### config.mk
export PLATFORM = sky130hd
export DESIGN_NAME = cbs_eval
export DESIGN_NICKNAME = d
export VERILOG_FILES = /design/src/design/cbs_pkg.sv /design/src/design/cbs_eval.sv
export SDC_FILE = /design/constraint.sdc
export NUM_CORES = 1
export LEC_CHECK = 0
export ABC_AREA = 1
export BUFFER_PORTS_ARGS = -buffer_cell sky130_fd_sc_hd__buf_2
export CAP_MARGIN = 20
export CORE_MARGIN = 1
export CORE_UTILIZATION = 59
export CTS_BUF_LIST = sky130_fd_sc_hd__clkbuf_8 sky130_fd_sc_hd__clkbuf_16
export DETAILED_ROUTE_END_ITERATION = 16
export GPL_ROUTABILITY_DRIVEN = 0
export HOLD_SLACK_MARGIN = 0.12
export PLACE_DENSITY = 0.86
export SLEW_MARGIN = 0
export SYNTH_ARGS = -nofsm -noshare
export SYNTH_HDL_FRONTEND = slang
export SYNTH_SLANG_ARGS = --single-unit
### constraint.sdc
create_clock -name core_clk_i -period 3.3 [get_ports core_clk_i]
set_clock_uncertainty 0.15 [all_clocks]
set_input_delay 0.66 -clock core_clk_i [delete_from_list [all_inputs] [get_ports core_clk_i]]
set_output_delay 0.66 -clock core_clk_i [all_outputs]
set_load 0.01 [all_outputs]
### src/design/cbs_pkg.sv
package cbs_pkg;

    // ---------------------------------------------------------------
    // Widths and flag positions in the flag word
    // ---------------------------------------------------------------
    localparam int unsigned PC_W     = 16;
    localparam int unsigned DISP_W   = 7;
    localparam int unsigned FLAG_C   = 0;
    localparam int unsigned FLAG_Z   = 1;
    localparam int unsigned FLAG_N   = 2;
    localparam int unsigned FLAG_V   = 3;
    localparam int unsigned FLAG_S   = 4;
    localparam int unsigned FLAG_H   = 5;
    localparam int unsigned FLAG_T   = 6;
    localparam int unsigned FLAG_I   = 7;

    // ---------------------------------------------------------------
    // Program counter steps and reset values
    // ---------------------------------------------------------------
    localparam logic [PC_W-1:0] PC_STEP_ONE   = 16'h0001;
    localparam logic [PC_W-1:0] PC_STEP_TWO   = 16'h0002;
    localparam logic [PC_W-1:0] PC_STEP_THREE = 16'h0003;
    localparam logic [PC_W-1:0] PC_RESET      = 16'h0000;

    // ---------------------------------------------------------------
    // Cycle counts of a resolved instruction
    // ---------------------------------------------------------------
    localparam logic [1:0] CYC_FALL      = 2'h1;
    localparam logic [1:0] CYC_TAKEN     = 2'h2;
    localparam logic [1:0] CYC_SKIP_LONG = 2'h3;

    // Operation codes presented by the decoder.
    typedef enum logic [4:0] {
        CBS_OP_BRANCH_ON_FLAG_HIGH       = 5'b00000,
        CBS_OP_BRANCH_ON_FLAG_LOW        = 5'b00001,
        CBS_OP_BRANCH_WHEN_EQUAL         = 5'b00010,
        CBS_OP_BRANCH_WHEN_UNEQUAL       = 5'b00011,
        CBS_OP_BRANCH_WHEN_CARRY_HIGH    = 5'b00100,
        CBS_OP_BRANCH_WHEN_CARRY_LOW     = 5'b00101,
        CBS_OP_BRANCH_UNSIGNED_AT_LEAST  = 5'b00110,
        CBS_OP_BRANCH_UNSIGNED_BELOW     = 5'b00111,
        CBS_OP_BRANCH_WHEN_NEGATIVE      = 5'b01000,
        CBS_OP_BRANCH_WHEN_POSITIVE      = 5'b01001,
        CBS_OP_BRANCH_SIGNED_AT_LEAST    = 5'b01010,
        CBS_OP_BRANCH_SIGNED_BELOW       = 5'b01011,
        CBS_OP_BRANCH_HALF_CARRY_HIGH    = 5'b01100,
        CBS_OP_BRANCH_HALF_CARRY_LOW     = 5'b01101,
        CBS_OP_BRANCH_COPY_BIT_HIGH      = 5'b01110,
        CBS_OP_BRANCH_COPY_BIT_LOW       = 5'b01111,
        CBS_OP_BRANCH_OVERFLOW_HIGH      = 5'b10000,
        CBS_OP_BRANCH_OVERFLOW_LOW       = 5'b10001,
        CBS_OP_SKIP_ON_IO_BIT_LOW        = 5'b10010,
        CBS_OP_SKIP_ON_IO_BIT_HIGH       = 5'b10011
    } cbs_op_t;

    // Evaluator states.
    typedef enum logic [1:0] {
        CBS_ST_IDLE  = 2'b00,
        CBS_ST_WAIT1 = 2'b01,
        CBS_ST_WAIT2 = 2'b10
    } cbs_state_t;

    // One instruction handed to the evaluator.
    typedef struct packed {
        cbs_op_t           op;
        logic [2:0]        sel;
        logic [DISP_W-1:0] disp;
        logic [PC_W-1:0]   pc;
        logic [7:0]        io_data;
        logic              next_is_long;
    } cbs_req_t;

    // Result handed back to the fetch logic.
    typedef struct packed {
        logic            taken;
        logic            skip;
        logic [PC_W-1:0] next_pc;
        logic [1:0]      cycles;
    } cbs_rsp_t;

endpackage

### src/design/cbs_eval.sv
`timescale 1ns/1ps
`default_nettype none

// Behaviour
// RL1: flag-high branch jumps to pc+k+1 when flag_word bit s is one.
// RL2: flag-low branch jumps to pc+k+1 when flag_word bit s is zero.
// RL3: equal branch jumps when zero flag is one, else falls through.
// RL4: unequal branch jumps when zero flag is zero, else falls through.
// RL5: carry-high and unsigned-below branches jump when carry is one.
// RL6: carry-low and unsigned-at-least branches jump when carry is zero.
// RL7: negative branch jumps on N one; positive branch on N zero.
// RL8: signed-at-least branch jumps when N xor V is zero.
// RL9: signed-below branch jumps when N xor V is one.
// RL10: half-carry-high branch jumps when H is one.
// RL11: half-carry-low branch jumps when H is zero.
// RL12: copy-bit-high branch jumps when T is one.
// RL13: copy-bit-low branch jumps when T is zero.
// RL14: overflow-high branch jumps when V is one.
// RL15: overflow-low branch jumps when V is zero.
// RL16: io-bit-low skip advances pc by two or three when bit b is zero.
// RL17: io-bit-high skip advances pc by two or three when bit b is one.
// RL18: k is signed; untaken branch one cycle, taken branch two cycles.
module cbs_eval
    import cbs_pkg::*;
(
    // Clock and reset
    input  wire logic       core_clk_i,
    input  wire logic       rst_i,
    // Request from the decoder
    input  wire logic       req_valid_i,
    input  wire cbs_req_t   req_i,
    input  wire logic [7:0] flag_word_i,
    // Result to the fetch logic
    output logic            req_ready_o,
    output logic            rsp_valid_o,
    output cbs_rsp_t        rsp_o
);

    // ---------------------------------------------------------------
    // Condition evaluation
    // ---------------------------------------------------------------
    logic            cond;
    logic            is_skip;
    logic [2:0]      bit_sel;

    // Picks the tested flag or I/O bit; the flag word is only read, never changed.
    always_comb begin
        cond    = 1'b0;
        is_skip = 1'b0;
        bit_sel = req_i.sel;
        unique case (req_i.op)
            CBS_OP_BRANCH_ON_FLAG_HIGH:      cond = flag_word_i[bit_sel];          // RL1
            CBS_OP_BRANCH_ON_FLAG_LOW:       cond = ~flag_word_i[bit_sel];         // RL2
            CBS_OP_BRANCH_WHEN_EQUAL:        cond = flag_word_i[FLAG_Z];           // RL3
            CBS_OP_BRANCH_WHEN_UNEQUAL:      cond = ~flag_word_i[FLAG_Z];          // RL4
            CBS_OP_BRANCH_WHEN_CARRY_HIGH,
            CBS_OP_BRANCH_UNSIGNED_BELOW:    cond = flag_word_i[FLAG_C];           // RL5
            CBS_OP_BRANCH_WHEN_CARRY_LOW,
            CBS_OP_BRANCH_UNSIGNED_AT_LEAST: cond = ~flag_word_i[FLAG_C];          // RL6
            CBS_OP_BRANCH_WHEN_NEGATIVE:     cond = flag_word_i[FLAG_N];           // RL7
            CBS_OP_BRANCH_WHEN_POSITIVE:     cond = ~flag_word_i[FLAG_N];          // RL7
            CBS_OP_BRANCH_SIGNED_AT_LEAST:
                cond = ~(flag_word_i[FLAG_N] ^ flag_word_i[FLAG_V]);               // RL8
            CBS_OP_BRANCH_SIGNED_BELOW:
                cond = flag_word_i[FLAG_N] ^ flag_word_i[FLAG_V];                  // RL9
            CBS_OP_BRANCH_HALF_CARRY_HIGH:   cond = flag_word_i[FLAG_H];           // RL10
            CBS_OP_BRANCH_HALF_CARRY_LOW:    cond = ~flag_word_i[FLAG_H];          // RL11
            CBS_OP_BRANCH_COPY_BIT_HIGH:     cond = flag_word_i[FLAG_T];           // RL12
            CBS_OP_BRANCH_COPY_BIT_LOW:      cond = ~flag_word_i[FLAG_T];          // RL13
            CBS_OP_BRANCH_OVERFLOW_HIGH:     cond = flag_word_i[FLAG_V];           // RL14
            CBS_OP_BRANCH_OVERFLOW_LOW:      cond = ~flag_word_i[FLAG_V];          // RL15
            CBS_OP_SKIP_ON_IO_BIT_LOW: begin
                cond    = ~req_i.io_data[bit_sel];                                 // RL16
                is_skip = 1'b1;
            end
            CBS_OP_SKIP_ON_IO_BIT_HIGH: begin
                cond    = req_i.io_data[bit_sel];                                  // RL17
                is_skip = 1'b1;
            end
            default: begin
                cond    = 1'b0;
                is_skip = 1'b0;
            end
        endcase
    end

    // ---------------------------------------------------------------
    // Target computation
    // ---------------------------------------------------------------
    logic [PC_W-1:0] disp_ext;
    logic [PC_W-1:0] target;
    logic [1:0]      cyc_need;

    // Sign-extends k and forms the next program counter and cycle count.
    always_comb begin
        disp_ext = {{(PC_W-DISP_W){req_i.disp[DISP_W-1]}}, req_i.disp};           // RL18
        target   = req_i.pc + PC_STEP_ONE;
        cyc_need = CYC_FALL;
        if (cond && !is_skip) begin
            target   = req_i.pc + disp_ext + PC_STEP_ONE;                          // RL1
            cyc_need = CYC_TAKEN;                                                  // RL18
        end else if (cond && is_skip) begin
            target   = req_i.pc + (req_i.next_is_long ? PC_STEP_THREE : PC_STEP_TWO); // RL16
            cyc_need = req_i.next_is_long ? CYC_SKIP_LONG : CYC_TAKEN;             // RL17
        end
    end

    // ---------------------------------------------------------------
    // Cycle sequencing
    // ---------------------------------------------------------------
    cbs_state_t state_q, state_d;
    cbs_rsp_t   rsp_q, rsp_d;
    logic       valid_q, valid_d;

    // Holds the result for the extra cycles a taken branch or skip needs.
    always_comb begin
        state_d = state_q;
        rsp_d   = rsp_q;
        valid_d = 1'b0;
        unique case (state_q)
            CBS_ST_IDLE: begin
                if (req_valid_i) begin
                    rsp_d.taken   = cond & ~is_skip;
                    rsp_d.skip    = cond & is_skip;
                    rsp_d.next_pc = target;
                    rsp_d.cycles  = cyc_need;
                    if (cyc_need == CYC_FALL) begin
                        valid_d = 1'b1;                                            // RL18
                    end else begin
                        state_d = (cyc_need == CYC_SKIP_LONG) ? CBS_ST_WAIT2 : CBS_ST_WAIT1;
                    end
                end
            end
            CBS_ST_WAIT2: state_d = CBS_ST_WAIT1;
            CBS_ST_WAIT1: begin
                state_d = CBS_ST_IDLE;
                valid_d = 1'b1;
            end
            default: state_d = CBS_ST_IDLE;
        endcase
    end

    // Registers the sequencer state and result.
    always_ff @(posedge core_clk_i or posedge rst_i) begin
        if (rst_i) begin
            state_q <= CBS_ST_IDLE;
            rsp_q   <= '0;
            valid_q <= 1'b0;
        end else begin
            state_q <= state_d;
            rsp_q   <= rsp_d;
            valid_q <= valid_d;
        end
    end

    // Ready only while idle; result comes from flip-flops.
    assign req_ready_o = (state_q == CBS_ST_IDLE);
    assign rsp_valid_o = valid_q;
    assign rsp_o       = rsp_q;

endmodule // cbs_eval

`default_nettype wire

==> flow_summary_export.csv <==
group,metric,value,unit
drt,drtPass1Iterations,4,
timing,max_freq,337,MHz
pwr,ir_drop,0.184,mV
pwr,clockPowerShare,0.147,
clocking,clock_sinks,23,
cells_and_area,fin_cells,601,
logic_synthesis,syn_inst,463,
grt,gr-usage-met1,0.350,
critical_path,worstPathArrival,2980,ps
placed_design,portBuffers,72,
clocking,clk_pin_slew,80,ps
job,maxCapViolations,0,
cells_and_area,layout-drive-gt1-share,0.245,
critical_path,cp-start-kind,"input pin",
logic_synthesis,synthDistinctLibCells,35,
grt,grt_use_total,0.263,
grt,grt_pass1_wl,11300,µm
logic_synthesis,async_flop_share,1.00,
cells_and_area,seq_area,576,µm²
logic_synthesis,syn-cell-area,2960,µm²
drt,drc,0,
critical_path,critPathKind,"in -> reg",
grt,antenna_found_initial,0,
critical_path,crit_required,3310,ps
min_path,hp-class,"reg -> reg",
timing,period_share,0.900,
timing,setup-violations-final,0,
critical_path,endpoint_kind,"register",
logic_synthesis,yosysTopAreaCellShare,0.209,
clocking,tritoncts,"yes",
critical_path,crit_path_max_fanout,7,
logic_synthesis,syn_nets,533,
cells_and_area,nNetsFinal,605,
die,core,4790,µm²
timing,hold_slack,307,ps
die,start_util,0.619,
pwr,p_per_area,338,nW/µm²
drt,dr.first_iter.drc_count,99,
logic_synthesis,synthTopCellsByCount,"nand2_1 (165), inv_1 (62), nand3_1 (31)",
clocking,clockBufferDepth,2,
grt,grt_max_degree,24,
clocking,root_buffer,"clkbuf_8",
grt,use_met2,0.470,
grt,overflow,0,
run_status,status,"completed",
grt,top_usage_layer,"met2",
logic_synthesis,yosys.area.top_type,"nand2_1",
cells_and_area,antenna_cells,0,
pwr,netSwitchingFraction,0.420,
placed_design,dp_hpwl,5630,µm
die,die_area,5300,µm²
timing,tightest_slew,826,ps
pwr,power_frac_comb,0.523,
logic_synthesis,avgSynthCellArea,6.39,µm²
clocking,h-tree-depth,1,
drt,vias,3040,
logic_synthesis,yosysWarnings,0,
logic_synthesis,post-synth-top-count-cell,"nand2_1",
grt,grt_use_met3,0.0138,
placed_design,place_inst,597,
clocking,cts_hold_buf,0,
logic_synthesis,seq_area_frac_synth,0.194,
cells_and_area,nFillCells,420,
clocking,post_cts.repair.setup_buffers,0,
timing,min_period,2970,ps
drt,via_per_inst,5.06,
timing,rsz0062_at_grt,"no",
die,core.rowCount,25,
drt,routedWlPerCell,11.0,µm
clocking,clk_latency,270,ps
logic_synthesis,synth_edf_count,0,
critical_path,rr_startpoint,"state_q[1]",
pwr,internal-power,0.000672,W
clocking,numCtsBuffers,3,
timing,slew_violations,0,
grt,grt_pass1_vias,2650,
drt,ant_nets,0,
timing,max-slew-margin-rel,0.449,
cells_and_area,multi_input_area,2060,µm²
pwr,power.leakage,2.01,nW
timing,hold_viol,0,
min_path,worstHoldStart,"state_q[1]",
cells_and_area,synthToLayoutAreaGrowth,15.7,%
drt,wirelength,6610,µm
pwr,switchingPower,0.000486,W
logic_synthesis,synth_ff_type,"dfrtp_1",
critical_path,worstSetupStartpoint,"req_i[32]",
pwr,seq_power_share,0.330,
die,io_pins,73,
logic_synthesis,yosys-top-cells-area,"nand2_1 (21%), dfrtp_1 (19%), inv_1 (7.9%)",
logic_synthesis,ys_ff_latch,23,
die,die-height,72.8,µm
die,die_x,72.8,µm
## cell type report
class	count	area share
clock buffers	3	0.0121
clock inverters	1	0.00110
inverters	71	0.0785
multi-input cells	360	0.602
flip-flops and latches	23	0.168
well taps	67	0.0245
repair buffers	76	0.114
## flip-flops by register name, indices dropped and copies added (netlist names)
register	flops
rsp_o	20
state_q	2
rsp_valid_o	1
## timing repair
item,4_1_cts,5_1_grt
hold endpoints to repair,0,0
resized for setup,0,2
endpoints found under the setup margin,0,1
## metal layers
metal / vias up / wire (µm)
met1: 1349 / 3070
met4: 0 / 73
li1: 1606 / -
met5: - / 0
met3: 7 / 270
met2: 78 / 3200
## critical path: stages
cell and delay [ps]:
buf_2 140, inv_4 90, nand2_1 50, nand2_1 50, nand2_1 60, nand3_2 70, nand2_2 60, o21ai_0 140
inv_1 70, buf_4 150, ha_1 270, a21oi_1 80, nor2_1 170, nand3_1 200, nor2_1 230, nand3_1 110
xor2_1 150, nand2_1 60, nand2_1 60, nand2_1 60, nand2_1 50
## through the flow
| step | worst slack [ps] | power (W) | TNS (ps) | instance area, µm² | util |
|---|---|---|---|---|---|
| after floorplan | 310 | 0.000811 | 0 | 2960 | - |
| after global placement | 104 | 0.000976 | 0 | 3370 | 0.704 |
| after detailed placement | -18.9 | 0.000993 | -18.9 | 3370 | 0.704 |
| after CTS | 270 | 0.00116 | 0 | 3410 | 0.713 |
| after global routing | 38.6 | 0.00126 | 0 | 3430 | 0.716 |
| final | 329 | 0.00116 | 0 | 3430 | 0.716 |
## cells in the final DEF (no fill, tap or decap), drive strengths merged, types with 2 or more instances in the layout
master	count
buf	76
xnor2	12
o21a	2
clkbuf	3
nand2	185
nor2	29
fa	2
nor3	8
dfrtp	23
nand4	21
ha	17
nand3b	4
inv	72
nand3	45
xor2	10
o21ai	7
a21oi	14
## cells by family after synthesis
family / count (synthesis) / share of synthesized area
buffers and inverters: 80 / 0.113
AO/OA/AOI/OAI: 25 / 0.0495
adder cells (fa/ha/maj): 19 / 0.0854
XOR/XNOR: 22 / 0.0651
AND/OR/NAND/NOR: 294 / 0.493
flip-flops: 23 / 0.194
## path summary, 6_finish.rpt
| check | endpoint | slack [ps] | depth (start not counted) |
|---|---|---|---|
| max | rsp_o[15] | 330 | 21 |
| min | rsp_valid_o | 310 | 1 |
| min in group asynchronous | rsp_o[6] | 390 | 2 |
| max in group asynchronous | rsp_o[1] | 2100 | 2 |
| max reg2reg | rsp_o[0] | 1640 | 7 |
| min reg2reg | rsp_valid_o | 310 | 1 |
## power groups by stage
| stage | logic [W] | clock network (W) | registers (W) |
|---|---|---|---|
| 3_5_place_dp | 0.000605 | 0 | 0.000387 |
| 5_1_grt | 0.000684 | 0.000187 | 0.000390 |
| 6_report | 0.000606 | 0.000171 | 0.000382 |
| 3_3_place_gp | 0.000591 | 0 | 0.000385 |
| 4_1_cts | 0.000608 | 0.000173 | 0.000382 |
| 2_1_floorplan | 0.000389 | 0 | 0.000421 |
(Power assumes the default switching activity.)
